**src/include/gsled_pkg.sv**
```systemverilog
// Package for the gateway status indicator driver: types, encodings and timing constants
package gsled_pkg;

  // ==========================================================================
  // Clock and timebase
  // ==========================================================================
  localparam int unsigned CLK_HZ = 200_000_000;
  localparam int unsigned TICK_US = 1000;
  localparam int unsigned TICK_CYCLES = (CLK_HZ / 1_000_000) * TICK_US;
  localparam int unsigned TICK_CNT_W = 18;

  // Pattern durations in timebase ticks (1 ms each)
  localparam int unsigned BLINK_TICKS = 200;
  localparam int unsigned FLASH_ON_TICKS = 200;
  localparam int unsigned FLASH_GAP_TICKS = 200;
  localparam int unsigned FLASH_OFF_TICKS = 1000;
  localparam int unsigned FLICKER_TICKS = 50;
  localparam int unsigned FAULT_FLASH_TICKS = 300;
  localparam int unsigned FAULT_GAP_TICKS = 1500;
  localparam int unsigned PAT_CNT_W = 11;

  // ==========================================================================
  // Encodings
  // ==========================================================================
  localparam logic [3:0] APP_INIT = 4'h1;
  localparam logic [3:0] APP_PREOP = 4'h2;
  localparam logic [3:0] APP_SAFEOP = 4'h4;
  localparam logic [3:0] APP_OP = 4'h8;
  localparam logic [1:0] CHANGE_AUTONOMOUS = 2'h1;
  localparam int unsigned FAULT_CODE_W = 4;

  typedef enum logic [2:0] {
    GSLED_PAT_OFF,
    GSLED_PAT_ON,
    GSLED_PAT_BLINK,
    GSLED_PAT_SINGLE,
    GSLED_PAT_DOUBLE,
    GSLED_PAT_FLICKER
  } gsled_pat_t;

  // Colour drive of one bicolour indicator
  typedef struct packed {
    logic red;
    logic green;
  } gsled_led_t;

  typedef struct packed {
    logic [3:0] app_layer_state;
    logic [1:0] app_layer_change;
    logic app_wdog_timeout;
    logic config_error;
    logic sm_wdog_timeout;
  } gsled_bus_stat_t;

  typedef struct packed {
    logic link;
    logic activity;
  } gsled_port_t;

  typedef struct packed {
    logic powered;
    logic running;
    logic had_errors;
    logic error_now;
    logic stopped;
  } gsled_sub_t;

  typedef struct packed {
    logic powered;
    logic config_bad;
    logic initializing;
    logic running;
    logic bootloader;
    logic fault;
    logic [FAULT_CODE_W-1:0] fault_code;
  } gsled_dev_t;

  typedef struct packed {
    logic blink;
    logic single;
    logic dbl;
    logic flicker;
    logic alt;
  } gsled_phase_t;

endpackage

```
**src/logic/gsled_top.sv**
```systemverilog
// Gateway status indicator driver: six front-panel LEDs from device state
//
// How it works
// Run LED: off INIT, on OP, blink PREOP, single flash SAFEOP.
// Error LED off when no error condition is present.
// Error LED steady red on application watchdog timeout.
// Error LED blinks red on general configuration error.
// Error LED single red flash when state change field equals 01.
// Error LED red double flash on sync manager watchdog timeout.
// Port 1 LED off no link, green with link, flicker on traffic.
// Port 2 LED off no link, green with link, flicker on traffic.
// Subnet LED off unpowered, green running, flashing green after transaction errors.
// Subnet LED steady red on error or stopped subnet.
// Device LED off, alternating red/green bad config, green init, flashing running.
// Device LED steady red in bootloader mode.
// Device fault shows a flash sequence opening with red flashes.
// All patterns come from one prescaled timebase with durations set in ticks.
`timescale 1ns/1ps
`default_nettype none
module gsled_top
  import gsled_pkg::*;
#(
  parameter int unsigned TICK_DIV = TICK_CYCLES
) (
  input wire logic clk,
  input wire logic rst,
  input wire gsled_bus_stat_t bus_stat,
  input wire gsled_port_t port1,
  input wire gsled_port_t port2,
  input wire gsled_sub_t sub_stat,
  input wire gsled_dev_t dev_stat,
  output gsled_led_t run_led,
  output gsled_led_t err_led,
  output gsled_led_t link1_led,
  output gsled_led_t link2_led,
  output gsled_led_t sub_led,
  output gsled_led_t dev_led
);

  logic tick;
  gsled_phase_t phase;
  gsled_led_t fault_led;
  gsled_pat_t run_pat;
  gsled_pat_t err_pat;
  gsled_led_t run_d;
  gsled_led_t err_d;
  gsled_led_t link1_d;
  gsled_led_t link2_d;
  gsled_led_t sub_d;
  gsled_led_t dev_d;

  // Evaluates one pattern against the shared phases
  function automatic logic pat_on(input gsled_pat_t p, input gsled_phase_t ph);
    logic on;
    on = 1'b0;
    unique case (p)
      GSLED_PAT_OFF: on = 1'b0;
      GSLED_PAT_ON: on = 1'b1;
      GSLED_PAT_BLINK: on = ph.blink;
      GSLED_PAT_SINGLE: on = ph.single;
      GSLED_PAT_DOUBLE: on = ph.dbl;
      GSLED_PAT_FLICKER: on = ph.flicker;
      default: on = 1'b0;
    endcase
    return on;
  endfunction

  // Link indicator: steady with link, flicker while traffic
  function automatic gsled_led_t link_led(input gsled_port_t p, input gsled_phase_t ph);
    gsled_led_t l;
    l.red = 1'b0;
    l.green = p.link && (p.activity ? ph.flicker : 1'b1);
    return l;
  endfunction

  // ==========================================================================
  // Shared timebase and fault sequencer
  // ==========================================================================
  gsled_timebase #(
    .TICK_DIV(TICK_DIV)
  ) u_timebase (
    .clk(clk),
    .rst(rst),
    .tick(tick),
    .phase(phase)
  );

  gsled_fault_seq u_fault_seq (
    .clk(clk),
    .rst(rst),
    .tick(tick),
    .enable(dev_stat.powered && dev_stat.fault),
    .code(dev_stat.fault_code),
    .led(fault_led)
  );

  // ==========================================================================
  // Run indicator
  // ==========================================================================
  always_comb begin
    unique case (bus_stat.app_layer_state)
      APP_OP: run_pat = GSLED_PAT_ON;
      APP_PREOP: run_pat = GSLED_PAT_BLINK;
      APP_SAFEOP: run_pat = GSLED_PAT_SINGLE;
      default: run_pat = GSLED_PAT_OFF;
    endcase
    run_d.red = 1'b0;
    run_d.green = pat_on(run_pat, phase);
  end

  // ==========================================================================
  // Error indicator, most severe condition first
  // ==========================================================================
  always_comb begin
    if (bus_stat.app_wdog_timeout) begin
      err_pat = GSLED_PAT_ON;
    end else if (bus_stat.sm_wdog_timeout) begin
      err_pat = GSLED_PAT_DOUBLE;
    end else if (bus_stat.config_error) begin
      err_pat = GSLED_PAT_BLINK;
    end else if (bus_stat.app_layer_change == CHANGE_AUTONOMOUS) begin
      err_pat = GSLED_PAT_SINGLE;
    end else begin
      err_pat = GSLED_PAT_OFF;
    end
    err_d.green = 1'b0;
    err_d.red = pat_on(err_pat, phase);
  end

  // ==========================================================================
  // Link, subnetwork and device indicators
  // ==========================================================================
  assign link1_d = link_led(port1, phase);
  assign link2_d = link_led(port2, phase);

  always_comb begin
    sub_d = '0;
    if (!sub_stat.powered) begin
      sub_d = '0;
    end else if (sub_stat.error_now || sub_stat.stopped) begin
      sub_d.red = 1'b1;
    end else if (sub_stat.running && sub_stat.had_errors) begin
      sub_d.green = phase.blink;
    end else if (sub_stat.running) begin
      sub_d.green = 1'b1;
    end
  end

  always_comb begin
    dev_d = '0;
    if (!dev_stat.powered) begin
      dev_d = '0;
    end else if (dev_stat.fault) begin
      dev_d = fault_led;
    end else if (dev_stat.bootloader) begin
      dev_d.red = 1'b1;
    end else if (dev_stat.config_bad) begin
      dev_d.red = phase.alt;
      dev_d.green = ~phase.alt;
    end else if (dev_stat.initializing) begin
      dev_d.green = 1'b1;
    end else if (dev_stat.running) begin
      dev_d.green = phase.blink;
    end
  end

  // ==========================================================================
  // Output registers
  // ==========================================================================
  always_ff @(posedge clk or posedge rst) begin
    if (rst) begin
      run_led <= '0;
      err_led <= '0;
      link1_led <= '0;
      link2_led <= '0;
      sub_led <= '0;
      dev_led <= '0;
    end else begin
      run_led <= run_d;
      err_led <= err_d;
      link1_led <= link1_d;
      link2_led <= link2_d;
      sub_led <= sub_d;
      dev_led <= dev_d;
    end
  end
endmodule
`default_nettype wire

```
**src/logic/gsled_timebase.sv**
```systemverilog
// Shared prescaled timebase and the common blink, flash and flicker phases
`timescale 1ns/1ps
`default_nettype none
module gsled_timebase
  import gsled_pkg::*;
#(
  parameter int unsigned TICK_DIV = TICK_CYCLES
) (
  input wire logic clk,
  input wire logic rst,
  output logic tick,
  output gsled_phase_t phase
);

  logic [TICK_CNT_W-1:0] pre_q;
  logic [PAT_CNT_W-1:0] blink_q;
  logic [PAT_CNT_W-1:0] flash_q;
  logic [PAT_CNT_W-1:0] flick_q;
  logic blink_ph_q;
  logic flick_ph_q;

  // ==========================================================================
  // Prescaler
  // ==========================================================================
  always_ff @(posedge clk or posedge rst) begin
    if (rst) begin
      pre_q <= '0;
      tick <= 1'b0;
    end else if (pre_q == TICK_CNT_W'(TICK_DIV - 1)) begin
      pre_q <= '0;
      tick <= 1'b1;
    end else begin
      pre_q <= pre_q + 1'b1;
      tick <= 1'b0;
    end
  end

  // ==========================================================================
  // Pattern counters
  // ==========================================================================
  localparam int unsigned FLASH_PERIOD = 3 * FLASH_ON_TICKS + FLASH_GAP_TICKS + FLASH_OFF_TICKS;

  always_ff @(posedge clk or posedge rst) begin
    if (rst) begin
      blink_q <= '0;
      blink_ph_q <= 1'b0;
    end else if (tick) begin
      if (blink_q == PAT_CNT_W'(BLINK_TICKS - 1)) begin
        blink_q <= '0;
        blink_ph_q <= ~blink_ph_q;
      end else begin
        blink_q <= blink_q + 1'b1;
      end
    end
  end

  always_ff @(posedge clk or posedge rst) begin
    if (rst) begin
      flick_q <= '0;
      flick_ph_q <= 1'b0;
    end else if (tick) begin
      if (flick_q == PAT_CNT_W'(FLICKER_TICKS - 1)) begin
        flick_q <= '0;
        flick_ph_q <= ~flick_ph_q;
      end else begin
        flick_q <= flick_q + 1'b1;
      end
    end
  end

  // Single flash: on, long off.  Double flash: on, gap, on, long off.
  always_ff @(posedge clk or posedge rst) begin
    if (rst) begin
      flash_q <= '0;
    end else if (tick) begin
      flash_q <= (flash_q == PAT_CNT_W'(FLASH_PERIOD - 1)) ? '0 : flash_q + 1'b1;
    end
  end

  // One process builds the whole phase bundle; alternation follows the blink phase
  always_comb begin
    phase.blink = blink_ph_q;
    phase.alt = blink_ph_q;
    phase.flicker = flick_ph_q;
    phase.single = (flash_q < PAT_CNT_W'(FLASH_ON_TICKS));
    phase.dbl = phase.single ||
                ((flash_q >= PAT_CNT_W'(FLASH_ON_TICKS + FLASH_GAP_TICKS)) &&
                 (flash_q < PAT_CNT_W'(2 * FLASH_ON_TICKS + FLASH_GAP_TICKS)));
  end

endmodule
`default_nettype wire

```
**src/logic/gsled_fault_seq.sv**
```systemverilog
// Fault code flash sequence: a number of red flashes followed by one green flash
`timescale 1ns/1ps
`default_nettype none
module gsled_fault_seq
  import gsled_pkg::*;
(
  input wire logic clk,
  input wire logic rst,
  input wire logic tick,
  input wire logic enable,
  input wire logic [FAULT_CODE_W-1:0] code,
  output gsled_led_t led
);

  typedef enum {
    GSLED_FS_IDLE,
    GSLED_FS_RED_ON,
    GSLED_FS_RED_OFF,
    GSLED_FS_GRN_ON,
    GSLED_FS_PAUSE
  } gsled_fs_t;

  gsled_fs_t st_q;
  logic [PAT_CNT_W-1:0] cnt_q;
  logic [FAULT_CODE_W-1:0] left_q;
  logic [FAULT_CODE_W-1:0] flashes;

  // At least one red flash always opens the sequence
  assign flashes = (code == '0) ? FAULT_CODE_W'(1) : code;

  // ==========================================================================
  // Sequencer
  // ==========================================================================
  always_ff @(posedge clk or posedge rst) begin
    if (rst) begin
      st_q <= GSLED_FS_IDLE;
      cnt_q <= '0;
      left_q <= '0;
    end else if (!enable) begin
      st_q <= GSLED_FS_IDLE;
      cnt_q <= '0;
    end else if (st_q == GSLED_FS_IDLE) begin
      st_q <= GSLED_FS_RED_ON;
      left_q <= flashes;
      // The opening red flash lasts the full flash time like every other one
      cnt_q <= PAT_CNT_W'(FAULT_FLASH_TICKS - 1);
    end else if (tick) begin
      if (cnt_q != '0) begin
        cnt_q <= cnt_q - 1'b1;
      end else begin
        unique case (st_q)
          GSLED_FS_RED_ON: begin
            st_q <= GSLED_FS_RED_OFF;
            left_q <= left_q - 1'b1;
            cnt_q <= PAT_CNT_W'(FAULT_FLASH_TICKS - 1);
          end
          GSLED_FS_RED_OFF: begin
            st_q <= (left_q == '0) ? GSLED_FS_GRN_ON : GSLED_FS_RED_ON;
            cnt_q <= PAT_CNT_W'(FAULT_FLASH_TICKS - 1);
          end
          GSLED_FS_GRN_ON: begin
            st_q <= GSLED_FS_PAUSE;
            cnt_q <= PAT_CNT_W'(FAULT_GAP_TICKS - 1);
          end
          GSLED_FS_PAUSE: begin
            st_q <= GSLED_FS_RED_ON;
            left_q <= flashes;
            cnt_q <= PAT_CNT_W'(FAULT_FLASH_TICKS - 1);
          end
          GSLED_FS_IDLE: begin
            st_q <= GSLED_FS_RED_ON;
          end
        endcase
      end
    end
  end

  always_comb begin
    led.red = (st_q == GSLED_FS_RED_ON);
    led.green = (st_q == GSLED_FS_GRN_ON);
  end

endmodule
`default_nettype wire

```
**config.mk**
```make
export PLATFORM = sky130hd
export DESIGN_NAME = gsled_top
export DESIGN_NICKNAME = d
export VERILOG_FILES = /design/src/include/gsled_pkg.sv /design/src/logic/gsled_top.sv /design/src/logic/gsled_timebase.sv /design/src/logic/gsled_fault_seq.sv
export SDC_FILE = /design/constraint.sdc
export NUM_CORES = 1
export LEC_CHECK = 0
export BUFFER_PORTS_ARGS = -buffer_cell sky130_fd_sc_hd__buf_2
export CAP_MARGIN = 20
export CORE_ASPECT_RATIO = 1.25
export CORE_MARGIN = 5
export CORE_UTILIZATION = 55
export DETAILED_ROUTE_END_ITERATION = 16
export HOLD_SLACK_MARGIN = 0.12
export PLACE_DENSITY = 0.75
export SETUP_SLACK_MARGIN = 0.05
export SLEW_MARGIN = 20
export SYNTH_ARGS = -nofsm -noshare
export SYNTH_HDL_FRONTEND = slang
export SYNTH_SLANG_ARGS = --single-unit
```
**constraint.sdc**
```tcl
create_clock -name clk -period 3.3 [get_ports clk]
set_input_delay 0.165 -clock clk [delete_from_list [all_inputs] [get_ports clk]]
set_output_delay 0.165 -clock clk [all_outputs]
set_load 0.05 [all_outputs]
```
Yosys cells after proc, flatten, opt, wreduce, memory -nomap -nowiden:

Cells that the tools add are included.

* add/subtract/negate cells: 6
* magnitude comparators: 3
* eq/ne operators: 28
* multiplexer cells: 43
* bitwise logic cells: 2
* reductions and logical operators: 21

Operator list (number)
* $mux W32: 4
* $pmux W32 S4: 1
* $eq A32 B2 Y1 const B: 3
* $mux W11: 7
* $eq A32 B3 Y1 const B: 2
* $logic_not A32 Y1: 2
* $add A11 B1 Y11 const B: 3
* $eq A32 B1 Y1 const B: 1
* $pmux W11 S2: 1
* $add A18 B1 Y18 const B: 1
* $eq A18 B18 Y1 const B: 1
* $mux W18: 1
* $mux W4: 4
* $mux W1: 13
* $eq A3 B2 Y1 const B: 4
* $eq A3 B3 Y1 const B: 4
* $mux W2: 6
* $eq A11 B11 Y1 const B: 1
* $eq A11 B6 Y1 const B: 1
* $eq A11 B8 Y1 const B: 1
* $ge A11 B9 Y1 const B: 1
* $lt A11 B10 Y1 const B: 1
* $lt A11 B8 Y1 const B: 1
* $reduce_bool A11 Y1: 1
* 24 further kinds: 38

* register bits: 109
* input bits: 30
* output and inout port bits: 12
* logic and storage cells: 121

Logic depth before layout (Yosys ltp):

* depth in word-level cells: 7
* gate-level depth with buffers: 8
* gate-level depth less buffers: 7

By module:

From an unflattened synthesis, not the netlist that was laid out.

* cell total of the unflattened synthesis: 464
* area total of the unflattened synthesis: 4468.0 µm²

Modules (own cells, without submodules)
* gsled_timebase: times used 1, cells each 253, area an instance 2621.3 µm², seq. area each 1351.3 µm²
* gsled_fault_seq: times used 1, cells each 171, area an instance 1445.1 µm², seq. area each 450.4 µm²
* gsled_top: times used 1, cells each 40, area an instance 401.6 µm², seq. area each 200.2 µm²

Worst setup path before layout:

No wires, ideal clock.

* path kind: register to register
* start point: reg u_fault_seq.cnt_q[0]
* end point: reg u_fault_seq.cnt_q[5]
* setup time: 0.122 ns
* data arrival time: 1.702 ns
* required time: 3.178 ns
* slack: 1.477 ns
* stages on the path, launching flop included: 8
* buffers on the path: 0
* period minus slack after synthesis: 1.823 ns
* path through: dfrtp_1 > inv_1 > ha_1 > nor3b_2 > nand2_1 > o22ai_1 > or4_1 > a32o_1

* longest elaborated chain between the ends: 5
* elaborated cells on any way between the ends: 8
* those cells by class: add/sub (1); eq/ne (1); mux (4); reduce/logical (2)

RTL lines
* start, declared: line gsled_fault_seq.sv:24 `logic [PAT_CNT_W-1:0] cnt_q;`
* start signal, assigned: line gsled_fault_seq.sv:46 `cnt_q <= PAT_CNT_W'(FAULT_FLASH_TICKS - 1);`
* start signal, assigned: line gsled_fault_seq.sv:49 `cnt_q <= cnt_q - 1'b1;`
* start signal, assigned: line gsled_fault_seq.sv:55 `cnt_q <= PAT_CNT_W'(FAULT_FLASH_TICKS - 1);`
* $sub A11 B1 Y11 / $reduce_bool A11 Y1 (equally long branches): line gsled_fault_seq.sv:49, gsled_fault_seq.sv:48
* $mux W11: line gsled_fault_seq.sv:48 `if (cnt_q != '0) begin`
* $mux W11: line gsled_fault_seq.sv:47 `end else if (tick) begin`
* $mux W11: line gsled_fault_seq.sv:42 `end else if (st_q == GSLED_FS_IDLE) begin`
* $mux W11: line gsled_fault_seq.sv:39 `end else if (!enable) begin`

Several ways; a longest one is shown, not always the timed one. The select of a mux whose other input is x is not followed.
A chain may end at the register's enable or synchronous reset.

==> metrics.txt <==
crit path time final=2.28 ns; TritonCTS clock tree=built; area share of the largest cell type after synthesis=47.9%; most used flip-flop cell after synthesis=dfrtp_1; clock slew at reported path FFs=0.10 ns; Post-synth ARST share=100%; Tightest Pin Transition=0.666 ns; # port buffers=37; launching instance or port of the critical path=u_timebase.flash_q[3]; worst clock skew=0.0130 ns; Peak Freq=439 MHz; overall power of the completed layout=2040 µW; Synth area leaders=dfrtp_1, xnor2_1, nor2_1; antenna fix cells=0; combinational share of power=10.1%; CTS H-Tree Depth=3; post-route worst setup slack=1.02 ns; endpoint required time on the critical path=3.59 ns; endpoints failing hold=0; hold path start=dev_stat[5]; First DRT Iteration DRCs=184; Clock Tree Root=clkbuf_8; Reg-to-Reg Start=u_timebase.flash_q[3]; average cell area after synthesis=9.72 µm²; Die Height=107 µm; maximum count of clock buffers along a single path=2; number of sinks on the clock net=80; Worst Hold Margin=0.168 ns; number of antenna violations at the first check in global routing=0; clock power share=40.0%; IO Pins=42; reported net switching power=530 µW; Layout area overhead=14.4%; wirelength, routed=8460 µm; Congestion Overflow GR=0; critical path, cell by cell=o311a_1, nor4_1, nand3b_1, a21o_1, a21oi_1, dlygate4sd3_1; fraction of the yosys area taken by sequential cells=47.9%; first-pass GRT wire length=14400 µm; vias in the first global route=3234; count of state elements after synthesis=80; start-to-end type of the worst setup path=reg -> reg; total stage count of the critical path=6; count of yosys warnings during synthesis=0; count of mapped cells out of synthesis=430; Slew HR=55.5%; clock buffers created by TritonCTS=9; final core utilization=64.6%; fraction of final layout cells with drive strength greater than 1=13.7%; count of final setup violators=0; delay contributed by the slowest stage of the critical path=0.57 ns; highest net fanout along the worst path=7; via count=3313; leakage dissipation=0.00216 µW; FF-to-FF End=run_led[0]; total standard cell area after synthesis=4180 µm²; Post-layout nets=517; internal reg-to-reg setup slack=1.02 ns; maxcap violations=0; pre-CTS setup slack=1.20 ns; horizontal die dimension=88.0 µm; DRC violations left=0; HPWL reported at the end of detailed placement=5920 µm; CP endpoint kind=register; latest clock arrival within the worst-skew pair=0.36 ns; WL per Instance=14.7 µm; effective utilization at floorplan=56.5%; Worst Path Arrival=2.57 ns; residual antenna-violating net count after detailed routing=0; combined global-route utilization of all metal layers=19.0%; proportion of total power due to net switching=25.9%; IR drop worst, VDD=253 µV; reg2reg path depth=6; Worst Setup Start Kind=register; total power per unit cell area=428 nW/µm²; Buf+Inv Stages, Crit Path=1; class of the tightest hold or removal check=in -> reg; cell type of the slowest stage on the worst timing path=dlygate4sd3_1; delay-heaviest family, CP=compound AO/OA/AOI/OAI gates; final number of max-transition violations=0; routability congestion estimate=0.913; pin count of the biggest net entering global routing=41; outcome=complete, no violations; post-synth top area cell=dfrtp_1; final period utilization=69.1%; core area=7400 µm²; Reg power frac=49.9%; Std-Cell Rows=35; count of distinct cell types in the synthesized netlist=62; number of enable-type register cells in the synthesized netlist=0; Die Footprint=9450 µm²; via count normalized by instance count=5.76; unrepaired setup endpoints after global routing=no; number of detailed-route iterations in the first pass=6; end point of the critical path=run_led[0]; aggregate negative setup slack=0 ns; internal power=1510 µW
-- power by group through the flow --
stage               sequential, µW  clock, µW  combinational (µW)
floorplan                     1050          0                 128
global placement              1040          0                 190
detailed placement            1040          0                 194
CTS                           1020        835                 207
global route                  1020        879                 230
finish                        1020        817                 207
-- worst min-delay path by stage --
stage                                endpoint  slack (ns)  cells after the start
after floorplan                    run_led[0]        0.23                      1
after global placement    u_timebase.pre_q[4]        0.28                      2
after detailed placement  u_timebase.pre_q[2]        0.28                      2
after CTS                          dev_led[1]        0.14                      3
after global routing               dev_led[1]        0.16                      3
final                              dev_led[1]        0.17                      3
-- placed cells by master, fill, tap and decap left out, types with 4 or more instances in the layout --
cell type / count
a211oi_1: 4
a21oi_1: 14
and3_1: 7
buf_2: 37
clkbuf_8: 9
conb_1: 4
dfrtp_1: 80
dlygate4sd3_1: 14
ha_1: 9
inv_1: 18
nand2_1: 35
nand3_1: 18
nand4_1: 23
nor2_1: 43
nor2b_1: 5
nor3_1: 15
nor4_1: 4
nor4b_1: 4
o21ai_0: 16
o22ai_1: 4
or3_1: 5
xnor2_1: 27
xor2_1: 15
-- synth_stat cells (all sizes together) (3+ instances only) --
cell and instances:
nand2b 3, nand3 18, nor2 43, xor2 15, and3 7, nand2 35
or4b 3, nor2b 5, nand3b 3, dfrtp 80, or3 5, o21ai 17
a21o 3, a211oi 4, mux2i 3, a31oi 3, nand4 23, ha 9
nor3b 3, clkbuf 12, inv 19, nor4 4, nor3 18, nor4b 5
o22ai 4, xnor2 27, buf 8, a21oi 14
-- flip-flops by register name, summed over array words and instances, names as in the netlist, 2 cells and up --
name and cells:
u_timebase.pre_q 18, u_timebase.flash_q 11, u_fault_seq.st_q 3, u_fault_seq.left_q 4, u_timebase.flick_q 11, dev_led 2
sub_led 2, u_fault_seq.cnt_q 11, u_timebase.blink_q 11
-- area by class of cell --
class                           count  area (µm²)
Multi-Input combinational cell    314        2020
Clock inverter                      7         104
Clock buffer                        9         124
Sequential cell                    80        2000
Tap cell                           92         115
Inverter                           19        72.6
Timing Repair Buffer               54         348
Fill cell                         596        2620
-- cells by family (layout without fill, tap and decap cells) --
family | count (synthesis) | count (layout) | synth area share (%)
buf+inv | 39 | 89 | 4.10
simple gates | 183 | 183 | 23.8
compound gates | 72 | 72 | 11.6
mux | 4 | 4 | 0.988
other cells | 1 | 4 | 0.0897
fa+ha+maj | 9 | 9 | 2.69
xor+xnor | 42 | 42 | 8.80
flops | 80 | 80 | 47.9
-- per-stage QoR --
stage	cells	instance area (µm²)
after floorplan	433	4190
after global placement	545	4410
after detailed placement	545	4410
after CTS	575	4780
after global routing	575	4780
final	575	4780
-- layer usage --
| layer | global-route usage (%) | vias to the layer above | share of wire (%) |
|---|---|---|---|
| li1 | - | 1620 | - |
| met1 | 23.6 | 1600 | 43 |
| met2 | 32.2 | 78 | 50 |
| met3 | 4.36 | 15 | 4.9 |
| met4 | 6.69 | 0 | 1.7 |
| met5 | 0 | - | 0 |
-- what timing repair did --
action	CTS	global route
hold buffers	14	0
hold endpoints to repair	46	0
buffers inserted	0	0
resized for setup	0	0
-- worst register-to-register path: stages, from the launching register on --
cell and delay [ns]:
dfrtp_1 0.47, o311a_1 0.38, nor4_1 0.39, nand3b_1 0.13, a21o_1 0.17, a21oi_1 0.11, dlygate4sd3_1 0.57
Power figures use the tool's default switching activity.
